<file path="src/design/mcs_status_regs.svh">
// Offsets, field positions, command codes and reset values of the motion status block
`ifndef MCS_STATUS_REGS_SVH
`define MCS_STATUS_REGS_SVH
`define MCS_ADDR_W 3
`define MCS_ADDR_CMD 3'h0
`define MCS_ADDR_MAIN 3'h0
`define MCS_ADDR_AXIS 3'h1
`define MCS_CMD_FIX_PLUS 8'h20
`define MCS_CMD_FIX_MINUS 8'h21
`define MCS_CMD_CONT_PLUS 8'h22
`define MCS_CMD_CONT_MINUS 8'h23
`define MCS_CMD_FIN_CLEAR 8'h25
`define MCS_CMD_DECEL_STOP 8'h26
`define MCS_CMD_SUDDEN_STOP 8'h27
`define MCS_CMD_AXIS_SELECT 8'h1F
`define MCS_CMD_AXMASK_LSB 8
`define MCS_MAIN_BUSY_LSB 0
`define MCS_MAIN_ERR_LSB 4
`define MCS_MAIN_IBUSY 8
`define MCS_MAIN_NEXT 9
`define MCS_MAIN_QUAD_LSB 10
`define MCS_MAIN_STACK_LSB 13
`define MCS_AX_FIN_LSB 12
`define MCS_AX_HALT_LSB 8
`define MCS_RESET_WORD 16'h0000
`define MCS_RESET_AXIS 1'b0
`endif

</file>
<file path="src/design/mcs_status_pkg.sv">
// Shared types of the motion status block
package mcs_status_pkg;
	typedef logic [15:0] mcs_word_t;
	typedef logic [31:0] mcs_pos_t;
	typedef logic [7:0] mcs_cmd_t;
	typedef logic [2:0] mcs_quad_t;
	typedef logic [1:0] mcs_stack_t;
	typedef logic [2:0] mcs_halt_t;
endpackage : mcs_status_pkg

</file>
<file path="src/design/mcs_axis_if.sv">
// Per-axis signals between the top and one axis status module
`timescale 1ns/1ns
interface mcs_axis_if;
	logic pulse_busy;
	logic inpos_en;
	logic in_pos;
	logic drive_cmd;
	logic clr_cmd;
	logic stop_cmd;
	logic sw_lim_p;
	logic sw_lim_m;
	logic lmt_p;
	logic lmt_m;
	logic alarm;
	logic alarm_en;
	logic emergency_finish_flag;
	mcs_status_pkg::mcs_halt_t halt_in;
	mcs_status_pkg::mcs_halt_t halt_en;
	logic mult_err;
	mcs_status_pkg::mcs_pos_t pos;
	mcs_status_pkg::mcs_pos_t cmp_up;
	mcs_status_pkg::mcs_pos_t cmp_lo;
	logic accel;
	logic cruise;
	logic decel;
	logic jerk_up;
	logic busy;
	logic err;
	logic halt;
	mcs_status_pkg::mcs_word_t status;
	modport top (output pulse_busy, inpos_en, in_pos, drive_cmd, clr_cmd, stop_cmd, sw_lim_p, sw_lim_m,
		lmt_p, lmt_m, alarm, alarm_en, emergency_finish_flag, halt_in, halt_en, mult_err, pos, cmp_up, cmp_lo, accel, cruise,
		decel, jerk_up, input busy, err, halt, status);
	modport axis (input pulse_busy, inpos_en, in_pos, drive_cmd, clr_cmd, stop_cmd, sw_lim_p, sw_lim_m,
		lmt_p, lmt_m, alarm, alarm_en, emergency_finish_flag, halt_in, halt_en, mult_err, pos, cmp_up, cmp_lo, accel, cruise,
		decel, jerk_up, output busy, err, halt, status);
endinterface : mcs_axis_if

</file>
<file path="src/design/mcs_axis_stat.sv">
// Busy, error, finish-cause and per-axis status word of one axis
`timescale 1ns/1ns
`include "mcs_status_regs.svh"
module mcs_axis_stat (
	// Clock and reset
	input wire logic clk,
	input wire logic rst,
	// Axis signals
	mcs_axis_if.axis ax
);
	logic busy_q;
	logic busy_d;
	logic [5:0] err_q;
	logic [5:0] err_set;
	logic [3:0] fin_q;
	logic [3:0] fin_set;
	logic [2:0] hfin_q;
	logic [2:0] hfin_set;
	logic halt_q;
	logic any_cause;
	logic clr;
	logic cmp_ge_up;
	logic cmp_lt_lo;
	logic [2:0] ramp;
	mcs_status_pkg::mcs_word_t status_q;
	mcs_status_pkg::mcs_word_t status_d;

	// Busy holds past the last pulse until in-position arrives, when that input is in use
	assign busy_d = ax.pulse_busy | (busy_q & ax.inpos_en & ~ax.in_pos);
	assign clr = ax.drive_cmd | ax.clr_cmd;
	// Software limit only counts while driving; emergency always counts
	assign err_set = {ax.emergency_finish_flag, ax.alarm & ax.alarm_en, ax.lmt_m, ax.lmt_p,
		ax.sw_lim_m & busy_q, ax.sw_lim_p & busy_q};
	assign fin_set = {ax.emergency_finish_flag, ax.alarm & ax.alarm_en, ax.lmt_m, ax.lmt_p} & {4{busy_q}};
	assign hfin_set = ax.halt_in & ax.halt_en & {3{busy_q}};
	assign any_cause = |err_set | |hfin_set | ax.stop_cmd;
	assign cmp_ge_up = $signed(ax.pos) >= $signed(ax.cmp_up);
	assign cmp_lt_lo = $signed(ax.pos) < $signed(ax.cmp_lo);
	// Only one ramp phase shows at a time; if the generator reports two, deceleration wins over cruise and cruise over acceleration
	assign ramp = !busy_q ? 3'h0 : ax.decel ? 3'h4 : ax.cruise ? 3'h2 : ax.accel ? 3'h1 : 3'h0;
	assign status_d = {fin_q, 1'b0, hfin_q, 2'b00, ax.jerk_up & busy_q, ramp, cmp_lt_lo, cmp_ge_up};

	always_ff @(posedge clk)
	begin
		if (rst)
		begin
			busy_q <= `MCS_RESET_AXIS;
			err_q <= 6'h00;
			fin_q <= 4'h0;
			hfin_q <= 3'h0;
			halt_q <= 1'b0;
			status_q <= `MCS_RESET_WORD;
		end
		else
		begin
			busy_q <= busy_d;
			// Set wins over clear so a cause arriving with the clear is kept
			err_q <= (clr ? 6'h00 : err_q) | err_set;
			fin_q <= (clr ? 4'h0 : fin_q) | fin_set;
			hfin_q <= (clr ? 3'h0 : hfin_q) | hfin_set;
			halt_q <= busy_q & any_cause;
			status_q <= status_d;
		end
	end

	assign ax.busy = busy_q;
	assign ax.err = |err_q | ax.mult_err | |fin_q;
	assign ax.halt = halt_q;
	assign ax.status = status_q;

	a_busy_inpos_hold: assert property (@(posedge clk) disable iff (rst)
		busy_q && !ax.pulse_busy && ax.inpos_en && !ax.in_pos |=> busy_q)
		else $error("busy dropped before in-position");
	a_fin_keep: assert property (@(posedge clk) disable iff (rst)
		!clr && fin_q[3] |=> fin_q[3])
		else $error("emergency finish cause lost");
	a_fin_clear: assert property (@(posedge clk) disable iff (rst)
		clr && fin_set == 4'h0 |=> fin_q == 4'h0)
		else $error("finish cause not cleared");
	a_halt_emg: assert property (@(posedge clk) disable iff (rst)
		busy_q && ax.emergency_finish_flag |=> halt_q)
		else $error("drive not halted on emergency");
	a_ramp_onehot: assert property (@(posedge clk) disable iff (rst)
		$countones(status_q[4:2]) <= 1)
		else $error("two ramp phases at once");
	a_cmp_upper: assert property (@(posedge clk) disable iff (rst)
		$signed(ax.pos) >= $signed(ax.cmp_up) |=> status_q[0])
		else $error("upper compare flag wrong");
	c_inpos_wait: cover property (@(posedge clk) disable iff (rst)
		busy_q && !ax.pulse_busy && ax.inpos_en ##1 ax.in_pos ##1 !busy_q);
	c_limit_finish: cover property (@(posedge clk) disable iff (rst) busy_q && ax.lmt_p ##1 halt_q);
endmodule : mcs_axis_stat

</file>
<file path="src/design/mcs_status_top.sv">
// Main and per-axis status words of a two-axis motion controller
`timescale 1ns/1ns
`include "mcs_status_regs.svh"
module mcs_status_top (
	// Clock and reset
	input wire logic REF_CLK,
	input wire logic SRST,
	// Host parallel bus
	input wire logic CS_N,
	input wire logic RD_N,
	input wire logic WR_N,
	input wire logic [`MCS_ADDR_W-1:0] ADDR,
	input wire logic [15:0] DATA_IN,
	output logic [15:0] DATA_OUT,
	output logic DATA_OE_N,
	// Per-axis drive state, index 0 is X
	input wire logic [1:0] PULSE_BUSY,
	input wire logic [1:0] INPOS_EN,
	input wire logic [1:0] IN_POSITION,
	input wire logic [1:0] SOFT_LIMIT_PLUS,
	input wire logic [1:0] SOFT_LIMIT_MINUS,
	input wire logic [1:0] PLUS_LIMIT,
	input wire logic [1:0] MINUS_LIMIT,
	input wire logic [1:0] SERVO_ALARM,
	input wire logic [1:0] ALARM_EN,
	input wire logic [5:0] EXT_HALT,
	input wire logic [5:0] EXT_HALT_EN,
	input wire logic [1:0] MULTI_ERR,
	input wire logic [1:0] ACCELERATING,
	input wire logic [1:0] CRUISING,
	input wire logic [1:0] DECELERATING,
	input wire logic [1:0] JERK_RISING,
	input wire logic [63:0] POSITION,
	input wire logic [63:0] UPPER_COMPARE,
	input wire logic [63:0] LOWER_COMPARE,
	// Shared inputs
	input wire logic EMERGENCY_STOP_N,
	input wire logic INTERP_BUSY,
	input wire logic NEXT_NODE_READY,
	input wire logic CIRCLE_ACTIVE,
	input wire logic [2:0] CIRCLE_QUADRANT,
	input wire logic PATTERN_ACTIVE,
	input wire logic [1:0] PATTERN_STACK_LEVEL,
	// Drive control outputs
	output logic [1:0] DRIVE_HALT,
	output logic [1:0] AXIS_BUSY
);
	mcs_axis_if ax_if[2] ();

	logic wr_q;
	logic axis_sel_q;
	logic oe_n_q;
	logic [15:0] dout_q;
	logic [1:0] halt_q;
	logic [1:0] abusy_q;
	mcs_status_pkg::mcs_word_t main_q;
	mcs_status_pkg::mcs_word_t main_d;
	mcs_status_pkg::mcs_word_t axis_word;
	mcs_status_pkg::mcs_cmd_t cmd_code;
	logic wr_take;
	logic rd_act;
	logic [1:0] cmd_mask;
	logic is_drive;
	logic is_clear;
	logic is_stop;
	logic is_select;
	logic [1:0] busy_v;
	logic [1:0] err_v;
	logic [15:0] rd_data;

	// A write is taken once, on the first cycle of the strobe
	assign wr_take = !CS_N && !WR_N && !wr_q && ADDR == `MCS_ADDR_CMD;
	assign rd_act = !CS_N && !RD_N;
	assign cmd_code = DATA_IN[7:0];
	assign cmd_mask = DATA_IN[`MCS_CMD_AXMASK_LSB+1:`MCS_CMD_AXMASK_LSB];
	assign is_drive = wr_take && (cmd_code == `MCS_CMD_FIX_PLUS || cmd_code == `MCS_CMD_FIX_MINUS
		|| cmd_code == `MCS_CMD_CONT_PLUS || cmd_code == `MCS_CMD_CONT_MINUS);
	assign is_clear = wr_take && cmd_code == `MCS_CMD_FIN_CLEAR;
	assign is_stop = wr_take && (cmd_code == `MCS_CMD_DECEL_STOP || cmd_code == `MCS_CMD_SUDDEN_STOP);
	assign is_select = wr_take && cmd_code == `MCS_CMD_AXIS_SELECT;

	for (genvar i = 0; i < 2; i++)
	begin : g_axis
		assign ax_if[i].pulse_busy = PULSE_BUSY[i];
		assign ax_if[i].inpos_en = INPOS_EN[i];
		assign ax_if[i].in_pos = IN_POSITION[i];
		assign ax_if[i].drive_cmd = is_drive && cmd_mask[i];
		assign ax_if[i].clr_cmd = is_clear && cmd_mask[i];
		assign ax_if[i].stop_cmd = is_stop && cmd_mask[i];
		assign ax_if[i].sw_lim_p = SOFT_LIMIT_PLUS[i];
		assign ax_if[i].sw_lim_m = SOFT_LIMIT_MINUS[i];
		assign ax_if[i].lmt_p = PLUS_LIMIT[i];
		assign ax_if[i].lmt_m = MINUS_LIMIT[i];
		assign ax_if[i].alarm = SERVO_ALARM[i];
		assign ax_if[i].alarm_en = ALARM_EN[i];
		assign ax_if[i].emergency_finish_flag = !EMERGENCY_STOP_N;
		assign ax_if[i].halt_in = EXT_HALT[3*i+2:3*i];
		assign ax_if[i].halt_en = EXT_HALT_EN[3*i+2:3*i];
		assign ax_if[i].mult_err = MULTI_ERR[i];
		assign ax_if[i].pos = POSITION[32*i+31:32*i];
		assign ax_if[i].cmp_up = UPPER_COMPARE[32*i+31:32*i];
		assign ax_if[i].cmp_lo = LOWER_COMPARE[32*i+31:32*i];
		assign ax_if[i].accel = ACCELERATING[i];
		assign ax_if[i].cruise = CRUISING[i];
		assign ax_if[i].decel = DECELERATING[i];
		assign ax_if[i].jerk_up = JERK_RISING[i];
		assign busy_v[i] = ax_if[i].busy;
		assign err_v[i] = ax_if[i].err;
		mcs_axis_stat u_axis (
			.clk(REF_CLK),
			.rst(SRST),
			.ax(ax_if[i])
		);
	end

	// Per-axis word follows the axis chosen last; X until the first select
	assign axis_word = axis_sel_q ? ax_if[1].status : ax_if[0].status;
	// Quadrant and stack level only mean something in their own interpolation mode
	assign main_d = {1'b0,
		PATTERN_ACTIVE ? PATTERN_STACK_LEVEL : 2'b00,
		CIRCLE_ACTIVE ? CIRCLE_QUADRANT : 3'h0,
		NEXT_NODE_READY,
		INTERP_BUSY,
		2'b00, err_v,
		2'b00, busy_v};
	assign rd_data = ADDR == `MCS_ADDR_MAIN ? main_q : ADDR == `MCS_ADDR_AXIS ? axis_word : 16'h0000;

	always_ff @(posedge REF_CLK)
	begin
		if (SRST)
		begin
			wr_q <= 1'b0;
			axis_sel_q <= `MCS_RESET_AXIS;
			oe_n_q <= 1'b1;
			dout_q <= `MCS_RESET_WORD;
			main_q <= `MCS_RESET_WORD;
			halt_q <= 2'b00;
			abusy_q <= 2'b00;
		end
		else
		begin
			wr_q <= !CS_N && !WR_N;
			// Y is chosen only when the mask names Y alone; both or X alone chooses X
			if (is_select && cmd_mask != 2'b00)
				axis_sel_q <= cmd_mask == 2'b10;
			oe_n_q <= !rd_act;
			dout_q <= rd_act ? rd_data : 16'h0000;
			main_q <= main_d;
			halt_q <= {ax_if[1].halt, ax_if[0].halt};
			abusy_q <= busy_v;
		end
	end

	assign DATA_OUT = dout_q;
	assign DATA_OE_N = oe_n_q;
	assign DRIVE_HALT = halt_q;
	assign AXIS_BUSY = abusy_q;

	a_main_unused: assert property (@(posedge REF_CLK) disable iff (SRST)
		main_q[15] == 1'b0 && main_q[7:6] == 2'b00 && main_q[3:2] == 2'b00)
		else $error("unused main status bit set");
	a_main_busy: assert property (@(posedge REF_CLK) disable iff (SRST)
		##1 main_q[1:0] == $past(busy_v))
		else $error("busy bits do not follow axes");
	a_main_error: assert property (@(posedge REF_CLK) disable iff (SRST)
		ax_if[0].err |=> main_q[4])
		else $error("X error bit not shown");
	a_interp_busy: assert property (@(posedge REF_CLK) disable iff (SRST)
		INTERP_BUSY |=> main_q[8])
		else $error("interpolation busy not shown");
	a_next_ready: assert property (@(posedge REF_CLK) disable iff (SRST)
		!NEXT_NODE_READY |=> !main_q[9])
		else $error("next node ready shown falsely");
	a_quadrant: assert property (@(posedge REF_CLK) disable iff (SRST)
		CIRCLE_ACTIVE |=> main_q[12:10] == $past(CIRCLE_QUADRANT))
		else $error("quadrant wrong");
	a_stack_level: assert property (@(posedge REF_CLK) disable iff (SRST)
		PATTERN_ACTIVE |=> main_q[14:13] == $past(PATTERN_STACK_LEVEL))
		else $error("stack level wrong");
	a_axis_read: assert property (@(posedge REF_CLK) disable iff (SRST)
		rd_act && ADDR == `MCS_ADDR_AXIS && axis_sel_q |=> !DATA_OE_N && DATA_OUT == $past(ax_if[1].status))
		else $error("axis word not from selected axis");
	a_halt_stop: assert property (@(posedge REF_CLK) disable iff (SRST)
		is_stop && cmd_mask[0] && busy_v[0] |=> ##1 DRIVE_HALT[0])
		else $error("stop command did not halt X");
	c_read_main: cover property (@(posedge REF_CLK) disable iff (SRST) rd_act && ADDR == `MCS_ADDR_MAIN);
	c_select_y: cover property (@(posedge REF_CLK) disable iff (SRST) is_select && cmd_mask == 2'b10);
	c_clear_cmd: cover property (@(posedge REF_CLK) disable iff (SRST) is_clear && err_v[0]);
endmodule : mcs_status_top

</file>
<file path="config.mk">
export PLATFORM = sky130hd
export DESIGN_NAME = mcs_status_top
export DESIGN_NICKNAME = d
export VERILOG_FILES = /design/src/design/mcs_status_pkg.sv /design/src/design/mcs_axis_if.sv /design/src/design/mcs_axis_stat.sv /design/src/design/mcs_status_top.sv
export VERILOG_INCLUDE_DIRS = /design/src /design/src/design
export SDC_FILE = /design/constraint.sdc
export NUM_CORES = 1
export LEC_CHECK = 0
export ABC_AREA = 1
export BUFFER_PORTS_ARGS = -buffer_cell sky130_fd_sc_hd__buf_4
export CAP_MARGIN = 30
export CELL_PAD_IN_SITES_DETAIL_PLACEMENT = 2
export CELL_PAD_IN_SITES_GLOBAL_PLACEMENT = 2
export CORE_AREA = 2 2 161 163
export DETAILED_ROUTE_END_ITERATION = 10
export DIE_AREA = 0 0 163 165
export PLACE_DENSITY_LB_ADDON = 0.1
export SYNTH_ARGS = -nofsm -noshare
export SYNTH_HDL_FRONTEND = slang
export SYNTH_HIERARCHICAL = 1
export SYNTH_SLANG_ARGS = --single-unit
</file>
<file path="constraint.sdc">
create_clock -name REF_CLK -period 2.7 [get_ports REF_CLK]
set_clock_uncertainty 0.1 [all_clocks]
set_input_delay 0.54 -clock REF_CLK [delete_from_list [all_inputs] [get_ports REF_CLK]]
set_output_delay 0.54 -clock REF_CLK [all_outputs]
set_load 0.1 [all_outputs]
</file>
==> flow_summary.toml <==
[synth]
synthAdderAreaFrac_pct = 23.6
synth_simple_gate_area_share_pct = 23.7
synth_top_family_by_area = "simple AND/OR/NAND/NOR gates"
ys_seq_area_share_pct = 26.4
synth_warnings = 6
synth-compound-area-share_pct = 10.2
netlist_instances = 939
synth_edf_count = 0
synth_xor_area_share_pct = 0
synth.avg_cell_area_sq_um = 7.10
netlist_area_sq_um = 6670
synth_cell_types = 38
synthMuxAreaShare_pct = 1.65
synth_seq_cells = 88
async_flop_share_pct = 0
synth_flop_cell = "dfxtp_1"

[detailed_routing]
wl_per_cell_microns = 14.5
dr.pass1.iters = 4
antenna_left = 0
routed_wl_mm = 22.5
first_iter_violations = 193
post-route-drc-count = 0
vias = 6821
avgViaCountPerCell = 4.40

[die]
core_sq_um = 25000
rows = 58
die_area_sq_um = 26900
initial_core_util_pct = 26.6
io_pins = 287
die_h_microns = 165
die_w_microns = 163

[layout]
most-common-layout-cells = "buf_4 (282), inv_1 (200), nand2_1 (181)"
finalCoreUtilization_pct = 37.6
nets = 1606
area_growth_pct = 41.1
fin_cells = 1550
final_common_cell = "buf_4"
fin_area_sq_um = 9400
drive_gt1_share_pct = 28.1

[cts]
htree_levels = 3
hold_buffers = 0
cts_setup_buffers = 0
numCtsBuffers = 9
cts-root-buf = "clkbuf_16"
cts_tree = "built"
clock_path_buffers = 2
ctsResizeCount = 0
clk_pin_slew_ns = 0.07
clk-insertion-delay-late_ns = 0.34
clock_sinks = 88

[setup_path]
cp_top_family = "simple AND/OR/NAND/NOR gates"
r2r_start = "wr_q"
critPathMaxStageDelay_ns = 0.72
crit_type = "primary input to register"
cp.required_ns = 2.87
cp-start-kind = "primary input"
arrival_ns = 2.00
crit_path_max_fanout = 13
crit_chain = "buf_4 > inv_1 > nand2_1 > nor2_2 > nand3_1 > nor2_1 > nor2_1 > nand2_1 > a21oi_1"
path_buf_inv = 2
slowest_stage = "nor2_1"
cp-end-kind = "register"
crit_start = "ADDR[0]"

[global_route]
gr-usage-all-layers_pct = 17.0
grt_pass1_wl_mm = 36.0
grt_max_degree = 52
grt_pass1_vias = 7372
grt_antenna_before_repair = 1
overflow = 0

[sta]
min_period_ns = 1.83
rsz0062_at_grt = "no"
hold_slack_ns = 0.284
fin_crit_sh_pct = 67.8
slew_viol_final = 0
setup_violations = 0
fin_tns_setup_ns = 0
slew_headroom_pct = 36.8
worstMarginPinSlew_ns = 0.945
fmax_mhz = 546
final_hold_viol_count = 0

[placed_design]
portBuffers = 280
place_congestion = 0.814
post-dp-hpwl_mm = 20.1
dp.cells = 1533
postPlaceCellArea_sq_um = 9060

[power]
max-vdd-ir-drop_v = 0.000287
power.leakage_nw = 5.23
pwr_density_cell_nw_per_um2 = 398

[status]
status = "finished, final reports clean"

[worst_hold_path]
worstHoldStart = "WR_N"
hold_path.class = "primary input to register"

[flow_run]
maxCapViolCount = 0
-- power breakdown --
group          switching (W)  total, W  internal (W)
clock network       0.000547   0.00140      0.000851
registers          0.0000266   0.00138       0.00135
logic               0.000483  0.000969      0.000486
total                0.00106   0.00374       0.00269
-- worst paths after layout --
path	to	slack, ns	cells past startpoint
setup / recovery	g_axis[0].u_axis/err_q[3]	0.87	9
hold / removal	wr_q	0.28	2
setup reg to reg	g_axis[0].u_axis/err_q[3]	0.88	8
hold reg to reg	DRIVE_HALT[0]	0.32	2
-- final cells by class --
| type | instances | area, sq um |
|---|---|---|
| Clock buffer | 10 | 239 |
| Inverter | 214 | 803 |
| Tap cell | 330 | 413 |
| Antenna cell | 1 | 2.50 |
| Timing Repair Buffer | 282 | 2120 |
| Clock inverter | 6 | 97.6 |
| Multi-Input combinational cell | 619 | 3970 |
| Sequential cell | 88 | 1760 |
| Fill cell | 3006 | 15600 |
-- through the flow --
stage / setup slack (ns) / power (W)
2_1_floorplan: 0.905 / 0.00191
3_3_place_gp: 0.550 / 0.00236
3_5_place_dp: 0.495 / 0.00240
4_1_cts: 0.847 / 0.00381
5_1_grt: 0.652 / 0.00401
6_report: 0.868 / 0.00374
-- Yosys cell counts, types with 4 or more instances --
cell	count	area share, %
o21ai_1	17	1.3
o21ai_2	5	0.66
nand4_1	15	1.4
nor3_1	7	0.53
nor4_1	4	0.38
nand2_1	181	10
nand2_2	4	0.38
dfxtp_1	88	26
a21oi_2	7	0.92
inv_2	14	0.79
clkbuf_1	6	0.34
buf_4	10	1.1
nand3_1	39	2.9
ha_1	126	24
nor2_1	90	5.1
a21o_1	4	0.45
a21oi_1	64	4.8
mux2i_1	11	1.7
inv_1	200	11
o21ai_0	13	0.98
-- routing by layer --
metal	up-vias	part of all wire, %	GRT usage, %
li1	3501	-	-
met1	3136	45	21.5
met5	-	0	0
met2	170	49	30.4
met4	0	0.95	2.78
met3	14	5.1	3.09
-- kinds of logic after synthesis --
kind of cell	Yosys count
adders and majority gates	126
DFF	88
AOI/OAI and AO/OA	120
other	2
buffers and inverters	236
muxes	11
and+or+nand+nor	356
-- flip-flops by register name, summed over array words and instances (netlist names), 2 cells and up --
register                 flops
DATA_OUT                    16
main_q                      10
g_axis.u_axis/ax.halt        2
g_axis.u_axis/ax.status     26
DRIVE_HALT                   2
g_axis.u_axis/ax.busy        2
g_axis.u_axis/fin_q          8
g_axis.u_axis/hfin_q         6
g_axis.u_axis/err_q         12
Note: power is estimated with default switching activity, not from simulation.
